`src/ftc_pkg.sv`:
```
package ftc_pkg;

	// ****************************************
	// Register indices (byte address = 4 * index)
	// ****************************************
	localparam logic [6:0] IDX_SMOOTH_CFG    = 7'h10;
	localparam logic [6:0] IDX_FIRST_CFG     = 7'h40;
	localparam logic [6:0] IDX_INT_STATUS    = 7'h41;
	localparam logic [6:0] IDX_SECOND_CFG    = 7'h73;
	localparam logic [6:0] IDX_INT_MASK1     = 7'h74;
	localparam logic [6:0] IDX_INT_MASK2     = 7'h75;
	localparam logic [6:0] IDX_VOLT_XRES     = 7'h76;
	localparam logic [6:0] IDX_TEMP_XRES     = 7'h77;
	localparam logic [6:0] IDX_THIRD_CFG     = 7'h78;
	localparam logic [6:0] IDX_TIMER_STATUS  = 7'h79;
	localparam logic [6:0] IDX_TIMER_LIMIT   = 7'h7a;
	localparam logic [6:0] IDX_TACH_PULSES   = 7'h7b;
	localparam logic [6:0] IDX_FIFTH_CFG     = 7'h7c;
	localparam logic [6:0] IDX_FOURTH_CFG    = 7'h7d;
	localparam logic [6:0] IDX_TEST_FIRST    = 7'h7e;
	localparam logic [6:0] IDX_TEST_SECOND   = 7'h7f;

	// ****************************************
	// Values after reset
	// ****************************************
	localparam logic [7:0] RST_ZERO          = 8'h00;
	localparam logic [7:0] RST_FIRST_CFG     = 8'h04;
	localparam logic [7:0] RST_TACH_PULSES   = 8'h55;
	localparam logic [7:0] RST_FIFTH_CFG     = 8'h01;

	// ****************************************
	// Field positions
	// ****************************************
	localparam int SLOW_REMOTE1_BIT   = 0;
	localparam int SLOW_LOCAL_BIT     = 1;
	localparam int SLOW_REMOTE2_BIT   = 2;
	localparam int PROTECT_MANUAL_BIT = 3;
	localparam int CORE_LOW_BIT       = 6;
	localparam int EXTRA_STRETCH_BIT  = 7;
	localparam logic [7:0] SMOOTH_CFG_WMASK = 8'hcf;
	localparam int GO_BIT             = 0;
	localparam int LOCK_BIT           = 1;
	localparam int STAT_CORE_LOW_BIT  = 1;
	localparam int ALERT_EN_BIT       = 0;

	// ****************************************
	// Smoothing stretch figures
	// ****************************************
	localparam logic [1:0]  SLOW_DIV_LAST  = 2'h3;
	localparam logic [10:0] STRETCH_STEP   = 11'h3e8;
	localparam logic [10:0] STRETCH_PERIOD = 11'h570;

	// ****************************************
	// Spin-up timing
	// ****************************************
	localparam int CLK_HZ          = 100000000;
	localparam int SPIN_TIME_MS    = 250;
	localparam int SPIN_CYCLES     = SPIN_TIME_MS * (CLK_HZ / 1000);
	localparam logic [7:0] FULL_DUTY = 8'hff;

	typedef enum logic [1:0] {
		FTC_RUN  = 2'b00,
		FTC_LOW  = 2'b01,
		FTC_SPIN = 2'b11
	} ftc_core_state_t;

endpackage

```
`src/ftc_smooth_if.sv`:
```
`timescale 1ns/1ps
interface ftc_smooth_if;
	logic [2:0] tick;     // Base smoothing ticks per channel
	logic [2:0] slow;     // Four-times slow-down per channel
	logic       extra;    // Global extra stretch
	logic [2:0] step;     // Stretched smoothing steps
	modport ctrl (output tick, output slow, output extra, input step);
	modport timer (input tick, input slow, input extra, output step);
endinterface

```
`src/ftc_smooth_timer.sv`:
```
`timescale 1ns/1ps
module ftc_smooth_timer (
	input  wire logic    clk_i,   // System clock
	input  wire logic    rst_i,   // Synchronous reset
	ftc_smooth_if.timer  sm       // Smoothing tick channel group
);

	logic [1:0]  div_r [3];
	logic [10:0] acc_r [3];
	logic [11:0] sum   [3];
	logic [2:0]  wrap;
	logic [2:0]  step_r;
	logic [2:0]  mid;

	// ****************************************
	// Per-channel stretch
	// ****************************************
	// Divide by four first, then thin by 1000/1392 so period grows 39.2%
	always_ff @(posedge clk_i)
	begin
		for (int c = 0; c < 3; c++)
		begin
			if (rst_i)
			begin
				div_r[c] <= 2'h0;
				acc_r[c] <= 11'h000;
				step_r[c] <= 1'b0;
			end
			else
			begin
				if (sm.tick[c] && sm.slow[c])
					div_r[c] <= div_r[c] + 2'h1;
				if (mid[c] && sm.extra)
				begin
					if (wrap[c])
						acc_r[c] <= sum[c][10:0] - ftc_pkg::STRETCH_PERIOD;
					else
						acc_r[c] <= sum[c][10:0];
				end
				step_r[c] <= mid[c] && (!sm.extra || wrap[c]);
			end
		end
	end

	// Tick surviving the four-times divider; sum kept twelve bits wide
	// because accumulator plus step can exceed eleven bits
	always_comb
	begin
		for (int c = 0; c < 3; c++)
		begin
			mid[c]  = sm.tick[c] && (!sm.slow[c] || div_r[c] == ftc_pkg::SLOW_DIV_LAST);
			sum[c]  = {1'b0, acc_r[c]} + {1'b0, ftc_pkg::STRETCH_STEP};
			wrap[c] = sum[c] >= {1'b0, ftc_pkg::STRETCH_PERIOD};
		end
	end

	assign sm.step = step_r;

endmodule

```
`src/ftc_config_regs.sv`:
```
// Chosen here: the Wishbone register port.
`timescale 1ns/1ps
// Functional notes
// - Remote-one slow bit quarters fan one smoothing
// - Local slow bit quarters fan two smoothing
// - Remote-two slow bit quarters fan three smoothing
// - Manual-mode bit keeps thermal protection active
// - Thermal event overrides every fan setting except unprotected manual mode
// - Core voltage low: flag, alert, stop hot-monitor
// - Voltage recovers: monitor on, spin-up, resume
// - Extra-stretch bit lengthens smoothing by 39.2%
// - Lock bit makes lockable registers read-only
module ftc_config_regs #(
	parameter int SPIN_CYCLES = ftc_pkg::SPIN_CYCLES
) (
	input  wire logic        clk_i,              // System clock, 100 MHz
	input  wire logic        rst_i,              // Synchronous reset, high
	input  wire logic        cyc_i,              // Wishbone cycle
	input  wire logic        stb_i,              // Wishbone strobe
	input  wire logic        we_i,               // Wishbone write enable
	input  wire logic [8:0]  adr_i,              // Wishbone byte address
	input  wire logic [3:0]  sel_i,              // Wishbone byte selects
	input  wire logic [31:0] dat_i,              // Wishbone write data
	output logic      [31:0] dat_o,              // Wishbone read data
	output logic             ack_o,              // Wishbone acknowledge
	input  wire logic [2:0]  smooth_tick_i,      // Base smoothing ticks
	output logic      [2:0]  smooth_step_o,      // Stretched smoothing steps
	input  wire logic        thermal_overtemp_i, // Thermal event level
	input  wire logic        manual_mode_i,      // Fans under manual control
	input  wire logic [23:0] fan_duty_i,         // Programmed duty, 3 fans
	output logic      [23:0] fan_duty_o,         // Duty driven to fans
	input  wire logic        core_voltage_low_i, // Core voltage under limit
	output logic             hot_monitor_en_o,   // Processor hot monitor on
	output logic             monitoring_go_o,    // Monitoring enabled
	output logic             alert_o,            // Bus alert, level
	output logic             irq_o               // Interrupt, level
);

	// ****************************************
	// Bus decode
	// ****************************************
	logic [7:0]  smooth_cfg_r;
	logic [7:0]  first_cfg_r;
	logic [7:0]  int_status_r;
	logic [7:0]  second_cfg_r;
	logic [7:0]  int_mask1_r;
	logic [7:0]  int_mask2_r;
	logic [7:0]  volt_xres_r;
	logic [7:0]  temp_xres_r;
	logic [7:0]  third_cfg_r;
	logic [7:0]  timer_status_r;
	logic [7:0]  timer_limit_r;
	logic [7:0]  tach_pulses_r;
	logic [7:0]  fifth_cfg_r;
	logic [7:0]  fourth_cfg_r;
	logic        ack_r;
	logic [31:0] dat_r;
	logic        irq_r;
	logic        alert_r;
	logic [23:0] duty_r;
	logic        hot_en_r;
	logic        core_evt_r;

	wire  [6:0]  reg_idx;
	wire         bus_req;
	wire         wr_go;
	wire  [7:0]  wr_byte;
	wire         locked;

	// Index is the word address; only byte lane zero carries data
	assign reg_idx = adr_i[8:2];
	assign bus_req = cyc_i && stb_i && !ack_r;
	assign wr_go   = bus_req && we_i && sel_i[0];
	assign wr_byte = dat_i[7:0];
	assign locked  = first_cfg_r[ftc_pkg::LOCK_BIT];

	// Write strobe for one register index
	function automatic logic wr_hit(input logic [6:0] idx, input logic [6:0] target,
		input logic go);
		wr_hit = go && (idx == target);
	endfunction

	// Lockable write: refused once locked
	function automatic logic wr_hit_lk(input logic [6:0] idx, input logic [6:0] target,
		input logic go, input logic lk);
		wr_hit_lk = go && (idx == target) && !lk;
	endfunction

	wire wr_smooth  = wr_hit_lk(reg_idx, ftc_pkg::IDX_SMOOTH_CFG, wr_go, locked);
	wire wr_first   = wr_hit(reg_idx, ftc_pkg::IDX_FIRST_CFG, wr_go);
	wire wr_status  = wr_hit(reg_idx, ftc_pkg::IDX_INT_STATUS, wr_go);
	wire wr_second  = wr_hit_lk(reg_idx, ftc_pkg::IDX_SECOND_CFG, wr_go, locked);
	wire wr_mask1   = wr_hit(reg_idx, ftc_pkg::IDX_INT_MASK1, wr_go);
	wire wr_mask2   = wr_hit(reg_idx, ftc_pkg::IDX_INT_MASK2, wr_go);
	wire wr_vxres   = wr_hit(reg_idx, ftc_pkg::IDX_VOLT_XRES, wr_go);
	wire wr_txres   = wr_hit(reg_idx, ftc_pkg::IDX_TEMP_XRES, wr_go);
	wire wr_third   = wr_hit_lk(reg_idx, ftc_pkg::IDX_THIRD_CFG, wr_go, locked);
	wire wr_limit   = wr_hit(reg_idx, ftc_pkg::IDX_TIMER_LIMIT, wr_go);
	wire wr_pulses  = wr_hit(reg_idx, ftc_pkg::IDX_TACH_PULSES, wr_go);
	wire wr_fifth   = wr_hit_lk(reg_idx, ftc_pkg::IDX_FIFTH_CFG, wr_go, locked);
	wire wr_fourth  = wr_hit_lk(reg_idx, ftc_pkg::IDX_FOURTH_CFG, wr_go, locked);

	// ****************************************
	// Read selection
	// ****************************************
	// Unmapped and test indices read zero; bus still acknowledges
	wire [7:0] rd_byte =
		(reg_idx == ftc_pkg::IDX_SMOOTH_CFG)   ? smooth_cfg_r   :
		(reg_idx == ftc_pkg::IDX_FIRST_CFG)    ? first_cfg_r    :
		(reg_idx == ftc_pkg::IDX_INT_STATUS)   ? int_status_r   :
		(reg_idx == ftc_pkg::IDX_SECOND_CFG)   ? second_cfg_r   :
		(reg_idx == ftc_pkg::IDX_INT_MASK1)    ? int_mask1_r    :
		(reg_idx == ftc_pkg::IDX_INT_MASK2)    ? int_mask2_r    :
		(reg_idx == ftc_pkg::IDX_VOLT_XRES)    ? volt_xres_r    :
		(reg_idx == ftc_pkg::IDX_TEMP_XRES)    ? temp_xres_r    :
		(reg_idx == ftc_pkg::IDX_THIRD_CFG)    ? third_cfg_r    :
		(reg_idx == ftc_pkg::IDX_TIMER_STATUS) ? timer_status_r :
		(reg_idx == ftc_pkg::IDX_TIMER_LIMIT)  ? timer_limit_r  :
		(reg_idx == ftc_pkg::IDX_TACH_PULSES)  ? tach_pulses_r  :
		(reg_idx == ftc_pkg::IDX_FIFTH_CFG)    ? fifth_cfg_r    :
		(reg_idx == ftc_pkg::IDX_FOURTH_CFG)   ? fourth_cfg_r   :
		ftc_pkg::RST_ZERO;

	// One wait state: ack one cycle after the strobe, dropped the next
	always_ff @(posedge clk_i)
	begin
		if (rst_i)
		begin
			ack_r <= 1'b0;
			dat_r <= 32'h0000_0000;
		end
		else
		begin
			ack_r <= bus_req;
			if (bus_req && !we_i)
				dat_r <= {24'h00_0000, rd_byte};
		end
	end

	// ****************************************
	// Configuration storage
	// ****************************************
	// Reserved bits five and four are never stored
	wire [7:0] smooth_wdata = wr_byte & ftc_pkg::SMOOTH_CFG_WMASK;

	always_ff @(posedge clk_i)
	begin
		if (rst_i)
		begin
			smooth_cfg_r  <= ftc_pkg::RST_ZERO;
			second_cfg_r  <= ftc_pkg::RST_ZERO;
			int_mask1_r   <= ftc_pkg::RST_ZERO;
			int_mask2_r   <= ftc_pkg::RST_ZERO;
			volt_xres_r   <= ftc_pkg::RST_ZERO;
			temp_xres_r   <= ftc_pkg::RST_ZERO;
			third_cfg_r   <= ftc_pkg::RST_ZERO;
			timer_limit_r <= ftc_pkg::RST_ZERO;
			tach_pulses_r <= ftc_pkg::RST_TACH_PULSES;
			fifth_cfg_r   <= ftc_pkg::RST_FIFTH_CFG;
			fourth_cfg_r  <= ftc_pkg::RST_ZERO;
		end
		else
		begin
			if (wr_smooth)
				smooth_cfg_r <= smooth_wdata;
			if (wr_second)
				second_cfg_r <= wr_byte;
			if (wr_mask1)
				int_mask1_r <= wr_byte;
			if (wr_mask2)
				int_mask2_r <= wr_byte;
			if (wr_vxres)
				volt_xres_r <= wr_byte;
			if (wr_txres)
				temp_xres_r <= wr_byte;
			if (wr_third)
				third_cfg_r <= wr_byte;
			if (wr_limit)
				timer_limit_r <= wr_byte;
			if (wr_pulses)
				tach_pulses_r <= wr_byte;
			if (wr_fifth)
				fifth_cfg_r <= wr_byte;
			if (wr_fourth)
				fourth_cfg_r <= wr_byte;
		end
	end

	// Lock bit is sticky until reset; go bit stays writable when locked
	wire [7:0] first_nxt = {wr_byte[7:2],
		first_cfg_r[ftc_pkg::LOCK_BIT] | wr_byte[ftc_pkg::LOCK_BIT],
		wr_byte[ftc_pkg::GO_BIT]};

	always_ff @(posedge clk_i)
	begin
		if (rst_i)
			first_cfg_r <= ftc_pkg::RST_FIRST_CFG;
		else if (wr_first)
			first_cfg_r <= first_nxt;
	end

	// ****************************************
	// Core voltage low handling
	// ****************************************
	ftc_pkg::ftc_core_state_t core_st_r;
	ftc_pkg::ftc_core_state_t core_st_nxt;
	logic [31:0]              spin_cnt_r;

	wire core_watch = smooth_cfg_r[ftc_pkg::CORE_LOW_BIT];
	wire spin_done  = (spin_cnt_r == 32'(SPIN_CYCLES - 1));

	// Handling only armed while the standby bit is set
	always_comb
	begin
		core_st_nxt = core_st_r;
		case (core_st_r)
			ftc_pkg::FTC_RUN:
				if (core_watch && core_voltage_low_i)
					core_st_nxt = ftc_pkg::FTC_LOW;
			ftc_pkg::FTC_LOW:
				if (!core_voltage_low_i)
					core_st_nxt = ftc_pkg::FTC_SPIN;
			ftc_pkg::FTC_SPIN:
				if (spin_done)
					core_st_nxt = ftc_pkg::FTC_RUN;
			default:
				core_st_nxt = ftc_pkg::FTC_RUN;
		endcase
	end

	always_ff @(posedge clk_i)
	begin
		if (rst_i)
		begin
			core_st_r  <= ftc_pkg::FTC_RUN;
			spin_cnt_r <= 32'h0000_0000;
		end
		else
		begin
			core_st_r <= core_st_nxt;
			if (core_st_r == ftc_pkg::FTC_SPIN && !spin_done)
				spin_cnt_r <= spin_cnt_r + 32'h0000_0001;
			else
				spin_cnt_r <= 32'h0000_0000;
		end
	end

	// Entry into the low state is the status event
	wire core_low_evt = (core_st_r == ftc_pkg::FTC_RUN) &&
		(core_st_nxt == ftc_pkg::FTC_LOW);

	// ****************************************
	// Interrupt status and outputs
	// ****************************************
	// Set wins over a write-one clear in the same cycle
	wire [7:0] status_set = {6'h00, core_low_evt, 1'b0} << 0;
	wire [7:0] status_clr = wr_status ? wr_byte : 8'h00;
	wire [7:0] status_nxt = (int_status_r & ~status_clr) | status_set;
	// Mask bit high hides the event
	wire       pending    = |(status_nxt & ~int_mask1_r);

	always_ff @(posedge clk_i)
	begin
		if (rst_i)
		begin
			int_status_r <= ftc_pkg::RST_ZERO;
			irq_r        <= 1'b0;
			alert_r      <= 1'b0;
		end
		else
		begin
			int_status_r <= status_nxt;
			irq_r        <= pending;
			alert_r      <= pending && third_cfg_r[ftc_pkg::ALERT_EN_BIT];
		end
	end

	// ****************************************
	// Fan override path
	// ****************************************
	// Protection in manual mode only when asked; programmed duty ignored
	wire thermal_force = thermal_overtemp_i &&
		(!manual_mode_i || smooth_cfg_r[ftc_pkg::PROTECT_MANUAL_BIT]);
	wire spin_force    = (core_st_r == ftc_pkg::FTC_SPIN);
	wire hot_en_nxt    = (core_st_r != ftc_pkg::FTC_LOW);

	always_ff @(posedge clk_i)
	begin
		if (rst_i)
		begin
			duty_r         <= 24'h00_0000;
			hot_en_r       <= 1'b1;
			timer_status_r <= ftc_pkg::RST_ZERO;
		end
		else
		begin
			// Override beats disabled fans too, hence no enable term
			duty_r   <= (thermal_force || spin_force) ?
				{3{ftc_pkg::FULL_DUTY}} : fan_duty_i;
			hot_en_r <= hot_en_nxt;
			timer_status_r <= {7'h00, thermal_overtemp_i};
		end
	end

	// ****************************************
	// Smoothing stretch
	// ****************************************
	ftc_smooth_if smooth_bus ();

	assign smooth_bus.tick     = smooth_tick_i;
	// One driver for the whole slow vector
	assign smooth_bus.slow     = {
		smooth_cfg_r[ftc_pkg::SLOW_REMOTE2_BIT],
		smooth_cfg_r[ftc_pkg::SLOW_LOCAL_BIT],
		smooth_cfg_r[ftc_pkg::SLOW_REMOTE1_BIT]
	};
	assign smooth_bus.extra    = smooth_cfg_r[ftc_pkg::EXTRA_STRETCH_BIT];

	ftc_smooth_timer u_smooth (
		.clk_i (clk_i),
		.rst_i (rst_i),
		.sm    (smooth_bus.timer)
	);

	// ****************************************
	// Port drive
	// ****************************************
	assign dat_o            = dat_r;
	assign ack_o            = ack_r;
	assign irq_o            = irq_r;
	assign alert_o          = alert_r;
	assign fan_duty_o       = duty_r;
	assign hot_monitor_en_o = hot_en_r;
	assign monitoring_go_o  = first_cfg_r[ftc_pkg::GO_BIT];
	assign smooth_step_o    = smooth_bus.step;

endmodule

```
`config.mk`:
```
export PLATFORM = sky130hd
export DESIGN_NAME = ftc_config_regs
export DESIGN_NICKNAME = d
export VERILOG_FILES = /design/src/ftc_pkg.sv /design/src/ftc_smooth_if.sv /design/src/ftc_smooth_timer.sv /design/src/ftc_config_regs.sv
export SDC_FILE = /design/constraint.sdc
export NUM_CORES = 1
export LEC_CHECK = 0
export BUFFER_PORTS_ARGS = -buffer_cell sky130_fd_sc_hd__buf_4
export CAP_MARGIN = 10
export CORE_ASPECT_RATIO = 1.4
export CORE_MARGIN = 5
export CORE_UTILIZATION = 23
export CTS_BUF_LIST = sky130_fd_sc_hd__clkbuf_4
export CTS_CLUSTER_SIZE = 10
export DETAILED_ROUTE_END_ITERATION = 10
export PLACE_DENSITY_LB_ADDON = 0.1
export SYNTH_ARGS = -nofsm -noshare
export SYNTH_HDL_FRONTEND = slang
export SYNTH_SLANG_ARGS = --single-unit
```
`constraint.sdc`:
```
create_clock -name clk_i -period 5.82 [get_ports clk_i]
set_input_delay 0.582 -clock clk_i [delete_from_list [all_inputs] [get_ports clk_i]]
set_output_delay 0.582 -clock clk_i [all_outputs]
set_load 0.02 [all_outputs]
```
Word-level counts from Yosys, hierarchy flattened

Memory sizes are Yosys's and may differ from the RTL's.
Index checks and enable logic that the tools add are counted.

Register bits: 183
Latch bits: 0
RAM bits: 39
Memory bits (read-only): 0
Input port bits: 80
Output and inout bits: 64
Logic and storage cells: 201
Memories kept: 2

Add/subtract/negate cells: 10
$mul: 0
Divide/modulo/power cells: 0
Order comparisons: 3
Eq/ne operators: 22
Shift operators: 0
Muxes and demuxes: 64
Bitwise operators: 16
Reduce and logical (&&, ||, !) cells: 60

Memory list:

| memory         | depth | bits a word | rd ports | clocked after memory_dff | wr ports | line                  | source |
|---|---|---|---|---|---|---|---|
| u_smooth.acc_r | 3     | 11          | 3        | 0                        | 3        | ftc_smooth_timer.sv:9 | `logic [10:0] acc_r [3];` |
| u_smooth.div_r | 3     | 2           | 3        | 0                        | 3        | ftc_smooth_timer.sv:8 | `logic [1:0] div_r [3];` |

Operators by type and width:

| kind                     | number |
|---|---|
| $mux W8                  | 15 |
| $eq A7 B7 Y1 const B     | 13 |
| $mux W11                 | 6 |
| $logic_and A1 B1 Y1      | 40 |
| $add A11 B10 Y12 const B | 3 |
| $ge A12 B11 Y1 const B   | 3 |
| $mux W1                  | 35 |
| $sub A11 B11 Y11 const B | 3 |
| $add A32 B1 Y32 const B  | 1 |
| $eq A32 B25 Y1 const B   | 1 |
| $mux W24                 | 1 |
| $and A8 B8 Y8            | 2 |
| $not A8 Y8               | 2 |
| $mux W2                  | 6 |
| $or A1 B1 Y1             | 10 |
| $logic_not A1 Y1         | 9 |
| $eq A2 B2 Y1 const B     | 4 |
| $logic_or A1 B1 Y1       | 8 |
| $or A8 B2 Y8             | 1 |
| $reduce_or A8 Y1         | 1 |
| $eq A7 B5 Y1 const B     | 1 |
| $add A2 B1 Y2 const B    | 3 |
| $pmux W2 S3              | 1 |
| $eq A2 B1 Y1 const B     | 2 |
| other kinds (4)          | 4 |

Longest topological paths before layout

Gate-level depths: netlist of the first run.

Depth in word-level cells: 15
Mapped depth: 10
Mapped depth without buffers: 9

Cells and area by module

From an unflattened synthesis of the first run, not the netlist that was laid out.

Cells, all modules: 1228
Area total of the unflattened synthesis: 10581.4 µm²

By module, submodules not included:

| module           | instances | cells each | area each (µm²) | sequential area each (µm²) |
|---|---|---|---|---|
| ftc_config_regs  | 1         | 931        | 7900.1          | 3463.3 |
| ftc_smooth_timer | 1         | 297        | 2681.3          | 960.9 |

Worst setup path before layout of the first run

No wires, ideal clock.

Path type: reg2reg
From: mem u_smooth.acc_r[2][3]
To: mem u_smooth.acc_r[2][9] (data pin)
Setup time: 158 ps
Arrival: 2214 ps
Required time: 5662 ps
Setup slack: 3448 ps
Stages on the path, launching flop included: 8
Buffers on the path: 0
Period minus slack after synthesis: 2372 ps
Path through: edfxtp_1 -> ha_1 -> or3_1 -> xnor2_1 -> a2111oi_0 -> o22ai_2 -> and3_1 -> nor3_1

RTL lines:

| what        | line |
|---|---|
| from (decl) | ftc_smooth_timer.sv:9 |

==> results of run 1 <==
registers in the layout, summed over array words and instances (netlist names), 3 cells and up:
| signal | cells |
|---|---|
| volt_xres_r | 8 |
| spin_cnt_r | 32 |
| fourth_cfg_r | 8 |
| second_cfg_r | 8 |
| u_smooth.div_r | 6 |
| int_mask2_r | 8 |
| third_cfg_r | 8 |
| int_mask1_r | 8 |
| first_cfg_r | 8 |
| tach_pulses_r | 8 |
| u_smooth.sm.step | 3 |
| int_status_r | 8 |
| temp_xres_r | 8 |
| dat_o | 8 |
| fan_duty_o | 24 |
| timer_limit_r | 8 |
| fifth_cfg_r | 8 |
| smooth_cfg_r | 6 |
| u_smooth.acc_r | 24 |
cell type report:
type	count	area (sq um)
repair buffers	126	1010
fillers	4667	30900
multi-input cells	887	5180
flip-flops and latches	206	4420
well taps	552	691
clock buffers	96	721
clock inverters	16	68.8
diodes	1	2.50
inverters	25	93.8
what timing repair did:
item / in CTS / in global routing
endpoints found under the hold margin: 25 / 0
setup buffers: 0 / 0
hold buffers: 25 / 0
worst min path at each step:
stage	endpoint	slack (ns)
final	fan_duty_o[14]	0.13
after global routing	fan_duty_o[19]	0.04
after CTS	fan_duty_o[20]	0.009
after detailed placement	fifth_cfg_r[2]	0.44
after global placement	fifth_cfg_r[5]	0.44
after floorplan	int_status_r[4]	0.43
synthesized netlist by cell type (all sizes together), types with 9 or more instances:
library cell	count	area, sq um
o22ai	9	62.6
o21ai	32	160
inv	25	93.8
buf	36	230
a22oi	11	82.6
a211oi	9	72.6
ha	13	163
mux2i	55	551
nor2b	18	113
xnor2	20	175
and3	17	106
edfxtp	30	901
xor2	28	245
nand4	12	75.1
nor2	175	659
clkbuf	51	201
a21oi	94	470
nand3	49	250
nand2	142	536
nor3	32	170
dfxtp	176	3520
nor4	11	90.1
nand2b	13	81.3
worst max-delay path: stages, from the launching register on:
cell	delay [ns]
edfxtp_1	0.48
ha_1	0.34
nor3_1	0.28
xnor2_1	0.26
o2111ai_1	0.23
a221oi_2	0.74
mux2i_1	0.27
nor2_1	0.05
routing by layer:
| metal | GRT usage [%] | vias to the layer above |
|---|---|---|
| met3 | 2.74 | 74 |
| met1 | 15.9 | 4051 |
| met4 | 5.73 | 0 |
| li1 | - | 4400 |
| met5 | 0 | - |
| met2 | 24.0 | 203 |
power by group:
| group | leakage [nW] | switching (W) | internal [W] |
|---|---|---|---|
| Combinational | 2.29 | 0.000189 | 0.000107 |
| Clock | 0.468 | 0.000669 | 0.000744 |
| Sequential | 1.74 | 0.0000151 | 0.00146 |
| Total | 4.49 | 0.000872 | 0.00231 |
per-stage QoR:
stage | cell area (sq um) | total power [W]
2_1_floorplan | 10100 | 0.00169
3_5_place_dp | 11100 | 0.00180
4_1_cts | 12200 | 0.00328
3_3_place_gp | 11100 | 0.00180
5_1_grt | 12200 | 0.00337
6_report | 12200 | 0.00319
cells by family after synthesis:
group / after synthesis
AOI/OAI and AO/OA: 229
adders and majority gates: 13
other: 1
and+or+nand+nor: 514
muxes: 59
xor gates and xnor gates: 48
DFF: 206
buffers and inverters: 112
==> flow_metrics.tcl, run 1 <==
set metrics [dict create \
    clock_sinks 206 \
    cts_tree "yes" \
    wl_met1_microns 14100 \
    finalWorstSetupSlack_ns 2.91 \
    via_count 8728 \
    cp-startpoint "u_smooth.acc_r[0][3]" \
    synthXorXnorAreaFrac_pct 4.19 \
    via_per_inst 4.57 \
    ys_types 83 \
    synthArstFlopShare_pct 0 \
    dp.cells 1771 \
    fin_setup_tns_ns 0 \
    synth_flop_cell "dfxtp_1" \
    rr_startpoint "u_smooth.acc_r[0][3]" \
    hp-class "primary input to flip-flop" \
    syn_area_sq_mm 0.0100 \
    synth_top_family_by_area "simple AND/OR/NAND/NOR gates" \
    min_delay_path_depth 2 \
    required_ns 6.26 \
    die_width_microns 187 \
    worst_clock_skew_ns 0.0382 \
    place_ws_ns 2.73 \
    worstSetupStartpointType "flip-flop" \
    fin_util_pct 28.3 \
    grt_max_degree 73 \
    clkTransAtPathRegs_ns 0.06 \
    reg2regPathDepth 7 \
    max-clock-path-buffers 3 \
    grt_pass1_wl_microns 52000 \
    synth-seq-cells 206 \
    hp-start "rst_i" \
    grt_antenna_before_repair 2 \
    routabilityCongestion 0.774 \
    reg2reg_slack_ns 2.91 \
    synthAdderAreaFrac_pct 1.62 \
    rsz0062_at_grt "no" \
    die_h_microns 257 \
    drive_above_1_share_pct 16.7 \
    start_util_pct 23.3 \
    synth_edf_count 30 \
    timing.fmax_ghz 0.344 \
    insertion_delay_ns 0.74 \
    power.leakage_nw 4.49 \
    pin_count 144 \
    area_delta_synth_final_pct 21.4 \
    grt_overflow_total 0 \
    setup_viol 0 \
    firstDrtPassIters 6 \
    ant_nets 0 \
    port_buffers 90 \
    top_layer "met4" \
    cp-end-kind "flip-flop" \
    vdd_drop_max_mv 0.106 \
    max_cap_viol_count 0 \
    slew_violations 0 \
    cts_made_buffers 59 \
    powerDensity_mw_per_mm2 261 \
    post_cts.resized_instances 0 \
    coreArea_sq_mm 0.0431 \
    endpoint "u_smooth.acc_r[0][5]" \
    synth.avg_cell_area_sq_um 8.49 \
    synthCells 1182 \
    cts-root-buf "clkbuf_4" \
    worstReg2RegEnd "u_smooth.acc_r[0][5]" \
    nets 1398 \
    die-area_sq_mm 0.0480 \
    first_global_vias 8875 \
    crit_type "flip-flop to flip-flop" \
    wl_met2_microns 16600 \
    final_cells 1909 \
    relSlewSlack_pct 34.6 \
    status "completed" \
    ctsHtreeMaxLevel 2 \
    hpwl_microns 23000 \
    synth_mux_area_share_pct 5.93 \
    final_common_cell "dfxtp_1" \
    arrival_ns 3.35 \
    fin_crit_ns 2.91 \
    final_cell_mix "dfxtp_1 (176), nor2_1 (174), nand2_1 (141)" \
    dr_wl_met3_microns 1370 \
    track_usage_pct 13.6 \
    drt-initial-drc-count 470 \
    cp_max_fo 11 \
    drcViolationCount 0 \
    drt-total-wl_microns 33400 \
    finalCritPeriodShare_pct 50.0 \
    yosysWarnings 0 \
    routedWlPerCell_microns 17.5 \
    worstMarginPinSlew_ns 0.979 \
    ys_seq_area_share_pct 44.1 \
    hold-worst-slack_ns 0.127 \
    hold_viol 0 \
    row_count 90 \
    post_synth_and_or_nand_nor_area_fraction_pct 24.2 \
    synth-compound-area-share_pct 14.7 \
]
No activity file was read; power rests on OpenSTA's default activity.
==> inputs of run 2 (changes only) <==
Clock period 5.82 ns to 3.05 ns, I/O delays scaled along.
==> run 2 against run 1 <==
Effect of this change:
- combinational power up 100%
- via count up 2.4%
- global-route usage up 0.10 points
- worst hold slack better by 0.041 ns
- sequential power up 91%
- maximum frequency up 9.0%
- clock power up 95%
- largest cell class unchanged
- highest routed layer unchanged
==> flow_metrics.tcl, run 2 (synthesized netlist as in run 1, its figures left out) <==
set metrics [dict create \
    status "completed" \
    worstSetupStartpointType "flip-flop" \
    pwr-share-clk_pct 44.5 \
    max-clock-path-buffers 3 \
    hp-start "we_i" \
    clock_sinks 206 \
    worst_clock_skew_ns 0.0348 \
    comb_power_share_pct 9.8 \
    max_cap_viol_count 0 \
    grt_antenna_before_repair 3 \
    hpwl_microns 23200 \
    die_width_microns 187 \
    powerDensity_mw_per_mm2 491 \
    final_cells 1947 \
    relSlewSlack_pct 50.1 \
    slew_violations 0 \
    cp_max_fo 9 \
    firstDrtPassIters 7 \
    final_common_cell "dfxtp_1" \
    timing.fmax_ghz 0.375 \
    die_h_microns 257 \
    power_frac_seq_pct 45.7 \
    filler_cell_count 4671 \
    drt-total-wl_microns 33700 \
    switching_share_pct 26.8 \
    port_buffers 90 \
    area_delta_synth_final_pct 25.3 \
    crit_type "flip-flop to flip-flop" \
    cp-end-kind "flip-flop" \
    first_global_vias 9076 \
    cp_slowest_cell "edfxtp_1" \
    seq_area_sq_mm 0.00442 \
    vdd_drop_max_mv 0.208 \
    grt_max_degree 144 \
    final_cell_mix "dfxtp_1 (176), nor2_1 (174), nand2_1 (141)" \
    via_count 8940 \
    hold_viol 0 \
    use_met2_pct 24.8 \
    drcViolationCount 0 \
    grt_use_met1_pct 16.1 \
    cts-root-buf "clkbuf_4" \
    pin_count 144 \
    coreArea_sq_mm 0.0431 \
    row_count 90 \
    ant_nets 0 \
    multi_input_area_sq_mm 0.00518 \
    drt-initial-drc-count 450 \
    cts_made_buffers 58 \
    rr_startpoint "u_smooth.acc_r[2][3]" \
    cp-startpoint "u_smooth.acc_r[2][3]" \
    grt_pass1_wl_microns 52700 \
    cts_tree "yes" \
    track_usage_pct 13.7 \
    place_ws_ns 0.248 \
    cp_cell_sequence "ha_1 > or3_1 > xnor2_1 > a2111oi_1 > o22ai_2 > and3_1 > nor3_1" \
    clkTransAtPathRegs_ns 0.07 \
    met3_usage_pct 2.54 \
    finalCritPeriodShare_pct 87.5 \
    setup_viol 0 \
    grt_overflow_total 0 \
    rsz0062_at_grt "no" \
    insertion_delay_ns 0.73 \
    busiest_layer "met2" \
    die-area_sq_mm 0.0480 \
    p_int_w 0.00452 \
    routedWlPerCell_microns 17.3 \
    largest_reg_flops 32 \
    cts_setup_buffers 0 \
    power.leakage_nw 4.70 \
    finalWorstSetupSlack_ns 0.382 \
    fin_setup_tns_ns 0 \
    dp.cells 1787 \
    p_sw_w 0.00166 \
    drive_above_1_share_pct 17.4 \
    worstMarginPinSlew_ns 0.748 \
    top_register "spin_cnt_r" \
    via_per_inst 4.59 \
    start_util_pct 23.3 \
    fin_crit_ns 2.67 \
    critPathMaxStageDelay_ns 0.52 \
    hp-class "primary input to flip-flop" \
    required_ns 3.61 \
    nets 1437 \
    arrival_ns 3.23 \
    routabilityCongestion 0.788 \
    ctsHtreeMaxLevel 2 \
]
==> run 2: critical path, delay by kind of cell (launching register included) <==
| family | cells | cell delay, ns |
|---|---|---|
| AOI/OAI and AO/OA | 2 | 0.70 |
| xor gates and xnor gates | 1 | 0.19 |
| adders and majority gates | 1 | 0.34 |
| DFF | 1 | 0.52 |
| and+or+nand+nor | 3 | 0.77 |
==> run 2: final cells by class <==
cell class	count	area share (%)
Clock inverter	14	0.677
Tap cell	552	5.49
Sequential cell	206	35.2
Timing Repair Buffer	166	11.0
Inverter	25	0.746
Clock buffer	95	5.67
Multi-Input combinational cell	887	41.2
Antenna cell	2	0.0398
==> run 2: final timing paths <==
kind | slack, ns | end | depth (start not counted)
setup / recovery | 0.38 | u_smooth.acc_r[2][7] | 7
hold reg to reg | 0.45 | volt_xres_r[2] | 2
hold / removal | 0.17 | dat_o[7] | 6
setup reg to reg | 0.38 | u_smooth.acc_r[2][7] | 7
==> run 2: per-stage QoR <==
stage	hold slack, ns	util [%]	instance area (sq um)	power, W
2_1_floorplan	0.416	-	10100	0.00323
3_3_place_gp	0.438	26.2	11300	0.00344
3_5_place_dp	0.443	26.2	11300	0.00344
4_1_cts	0.0543	29.1	12600	0.00636
5_1_grt	0.136	29.2	12600	0.00652
6_report	0.167	29.2	12600	0.00617
==> run 2: power by group through the flow <==
stage	Sequential (W)	Combinational (W)	Clock, W
2_1_floorplan	0.00291	0.000325	0
6_report	0.00282	0.000602	0.00275
3_5_place_dp	0.00288	0.000555	0
4_1_cts	0.00282	0.000610	0.00293
5_1_grt	0.00282	0.000656	0.00304
3_3_place_gp	0.00288	0.000556	0
==> run 2: metal layers <==
| metal | wire (microns) | vias up | part of all wire [%] |
|---|---|---|---|
| li1 | - | 4475 | - |
| met1 | 14200 | 4188 | 42 |
| met2 | 17200 | 211 | 51 |
| met3 | 1440 | 66 | 4.3 |
| met4 | 890 | 0 | 2.6 |
| met5 | 0 | - | 0 |
==> run 2: timing repair <==
| action | CTS | global route |
|---|---|---|
| hold buffers | 49 | 0 |
| setup endpoints to repair | 0 | 1 |
| hold endpoints to repair | 134 | 0 |
| gates resized for setup | 0 | 1 |
==> inputs of run 3 (changes only) <==
Settings changed: REMOVE_ABC_BUFFERS set to 1, SLEW_MARGIN set to 20.
==> run 3 against run 2 <==
Effect of this change:
- clock-buffer cell count shrank 1
- highest routed layer unchanged
- clock power shrank 5%
- combinational power shrank 3%
- cell count shrank 0.72%
- worst hold slack gained 0.0059 ns
- via count shrank 0.21%
- critical path type unchanged
- first-iteration DRC count shrank 3.6%
- total power shrank 2.7%
- register-to-register slack is essentially flat
- global-route usage is essentially flat
- die area is the same
- critical path depth is the same
==> flow_metrics.tcl, run 3 (synthesized netlist as in run 1, its figures left out) <==
set metrics [dict create \
    port_buffers 90 \
    cts_made_buffers 59 \
    finalCritPeriodShare_pct 87.4 \
    grt_use_met1_pct 16.0 \
    start_util_pct 23.3 \
    cts-root-buf "clkbuf_4" \
    cp_slowest_cell "edfxtp_1" \
    grt_overflow_total 0 \
    row_count 90 \
    reg2reg_slack_ns 0.38 \
    coreArea_sq_mm 0.0431 \
    cts_tree "yes" \
    use_met2_pct 25.1 \
    clkTransAtPathRegs_ns 0.07 \
    die_width_microns 187 \
    drive_above_1_share_pct 17.3 \
    required_ns 3.59 \
    grt_max_degree 104 \
    final_common_cell "dfxtp_1" \
    clock_sinks 206 \
    hold-worst-slack_ns 0.173 \
    nets 1427 \
    via_count 8921 \
    largest_reg_flops 32 \
    filler_cell_count 4701 \
    critPathMaxStageDelay_ns 0.52 \
    drcViolationCount 0 \
    critical_path.top_delay_family "simple AND/OR/NAND/NOR gates" \
    hold_viol 0 \
    slew_violations 0 \
    cp_cell_sequence "ha_1 > or3_1 > xnor2_1 > a2111oi_0 > o22ai_2 > and3_1 > nor3_1" \
    worst_clock_skew_ns 0.0297 \
    hp-class "primary input to flip-flop" \
    powerDensity_mw_per_mm2 483 \
    die_h_microns 257 \
    power_w 0.00600 \
    seq_area_sq_mm 0.00442 \
    track_usage_pct 13.6 \
    firstDrtPassIters 6 \
    relSlewSlack_pct 39.3 \
    routabilityCongestion 0.791 \
    max_cap_viol_count 0 \
    min_delay_path_depth 7 \
    setup_viol 0 \
    fin_setup_tns_ns 0 \
    ctsHtreeMaxLevel 2 \
    ant_nets 0 \
    reg2regPathDepth 7 \
    arrival_ns 3.21 \
    die-area_sq_mm 0.0480 \
    grt_antenna_before_repair 1 \
    first_global_vias 9139 \
    max-clock-path-buffers 3 \
    crit_cells 7 \
    crit_type "flip-flop to flip-flop" \
    cp_num_buf_inv 0 \
    met3_usage_pct 2.41 \
    insertion_delay_ns 0.72 \
    worstSetupStartpointType "flip-flop" \
    cp-end-kind "flip-flop" \
    routedWlPerCell_microns 17.2 \
    drt-total-wl_microns 33300 \
    pin_count 144 \
    cp_max_fo 9 \
    top_register "spin_cnt_r" \
    place_area_sq_mm 0.0113 \
    fin_crit_ns 2.67 \
    fin_util_pct 28.8 \
    area_delta_synth_final_pct 23.7 \
    busiest_layer "met2" \
    status "completed" \
    final_cell_mix "dfxtp_1 (176), nor2_1 (174), nand2_1 (141)" \
    via_per_inst 4.62 \
    finalInstanceArea_sq_mm 0.0124 \
    grt_pass1_wl_microns 52900 \
    drt-initial-drc-count 434 \
    power.leakage_nw 4.61 \
    timing.fmax_ghz 0.375 \
    vdd_drop_max_mv 0.211 \
    cts_setup_buffers 0 \
    rsz0062_at_grt "no" \
    hpwl_microns 22800 \
    worstMarginPinSlew_ns 0.910 \
    multi_input_area_sq_mm 0.00518 \
]
==> run 3: where the power goes <==
part	switching [W]	leakage [nW]	total (W)	internal (W)
clock	0.00122	0.452	0.00260	0.00138
sequential	0.0000300	1.74	0.00282	0.00279
combinational	0.000360	2.43	0.000584	0.000224
==> run 3: final timing paths <==
kind,start,end
hold / removal,we_i,dat_o[7]
hold reg to reg,volt_xres_r[7],volt_xres_r[7]
setup / recovery,u_smooth.acc_r[2][3],u_smooth.acc_r[2][7]
setup reg to reg,u_smooth.acc_r[2][3],u_smooth.acc_r[2][7]
==> run 3: area by class of cell <==
type                            instances  share of cell area, %
Antenna cell                            5                  0.101
Clock inverter                          9                  0.282
Sequential cell                       206                   35.6
Timing Repair Buffer                  155                   10.3
Inverter                               25                  0.756
Multi-Input combinational cell        887                   41.7
Clock buffer                           94                   5.68
Tap cell                              552                   5.56
==> run 3: stage by stage <==
| stage | cells | worst slack (ns) |
|---|---|---|
| after global routing | 1933 | 0.0739 |
| after CTS | 1928 | 0.376 |
| after floorplan | 1118 | 0.378 |
| final | 1933 | 0.383 |
| after global placement | 1785 | 0.388 |
| after detailed placement | 1785 | 0.424 |
==> run 3: worst min-delay path: stages <==
cell     delay [ns]
buf_4          0.09
nor2_1         0.04
buf_4          0.17
nor2_1         0.10
nor2_1         0.04
nand2_1        0.05
a21oi_1        0.03
==> run 3: routing by layer <==
layer  wire (microns)  share of wire (%)
met5                0                  0
met3             1190                3.6
met1            13700                 41
met4              891                2.7
met2            17500                 53
==> run 3: repair_timing <==
action                                  in CTS  in global routing
endpoints found under the setup margin       0                  0
gates resized for setup                      0                  0
hold endpoints to repair                   137                  0
hold buffers                                40                  0
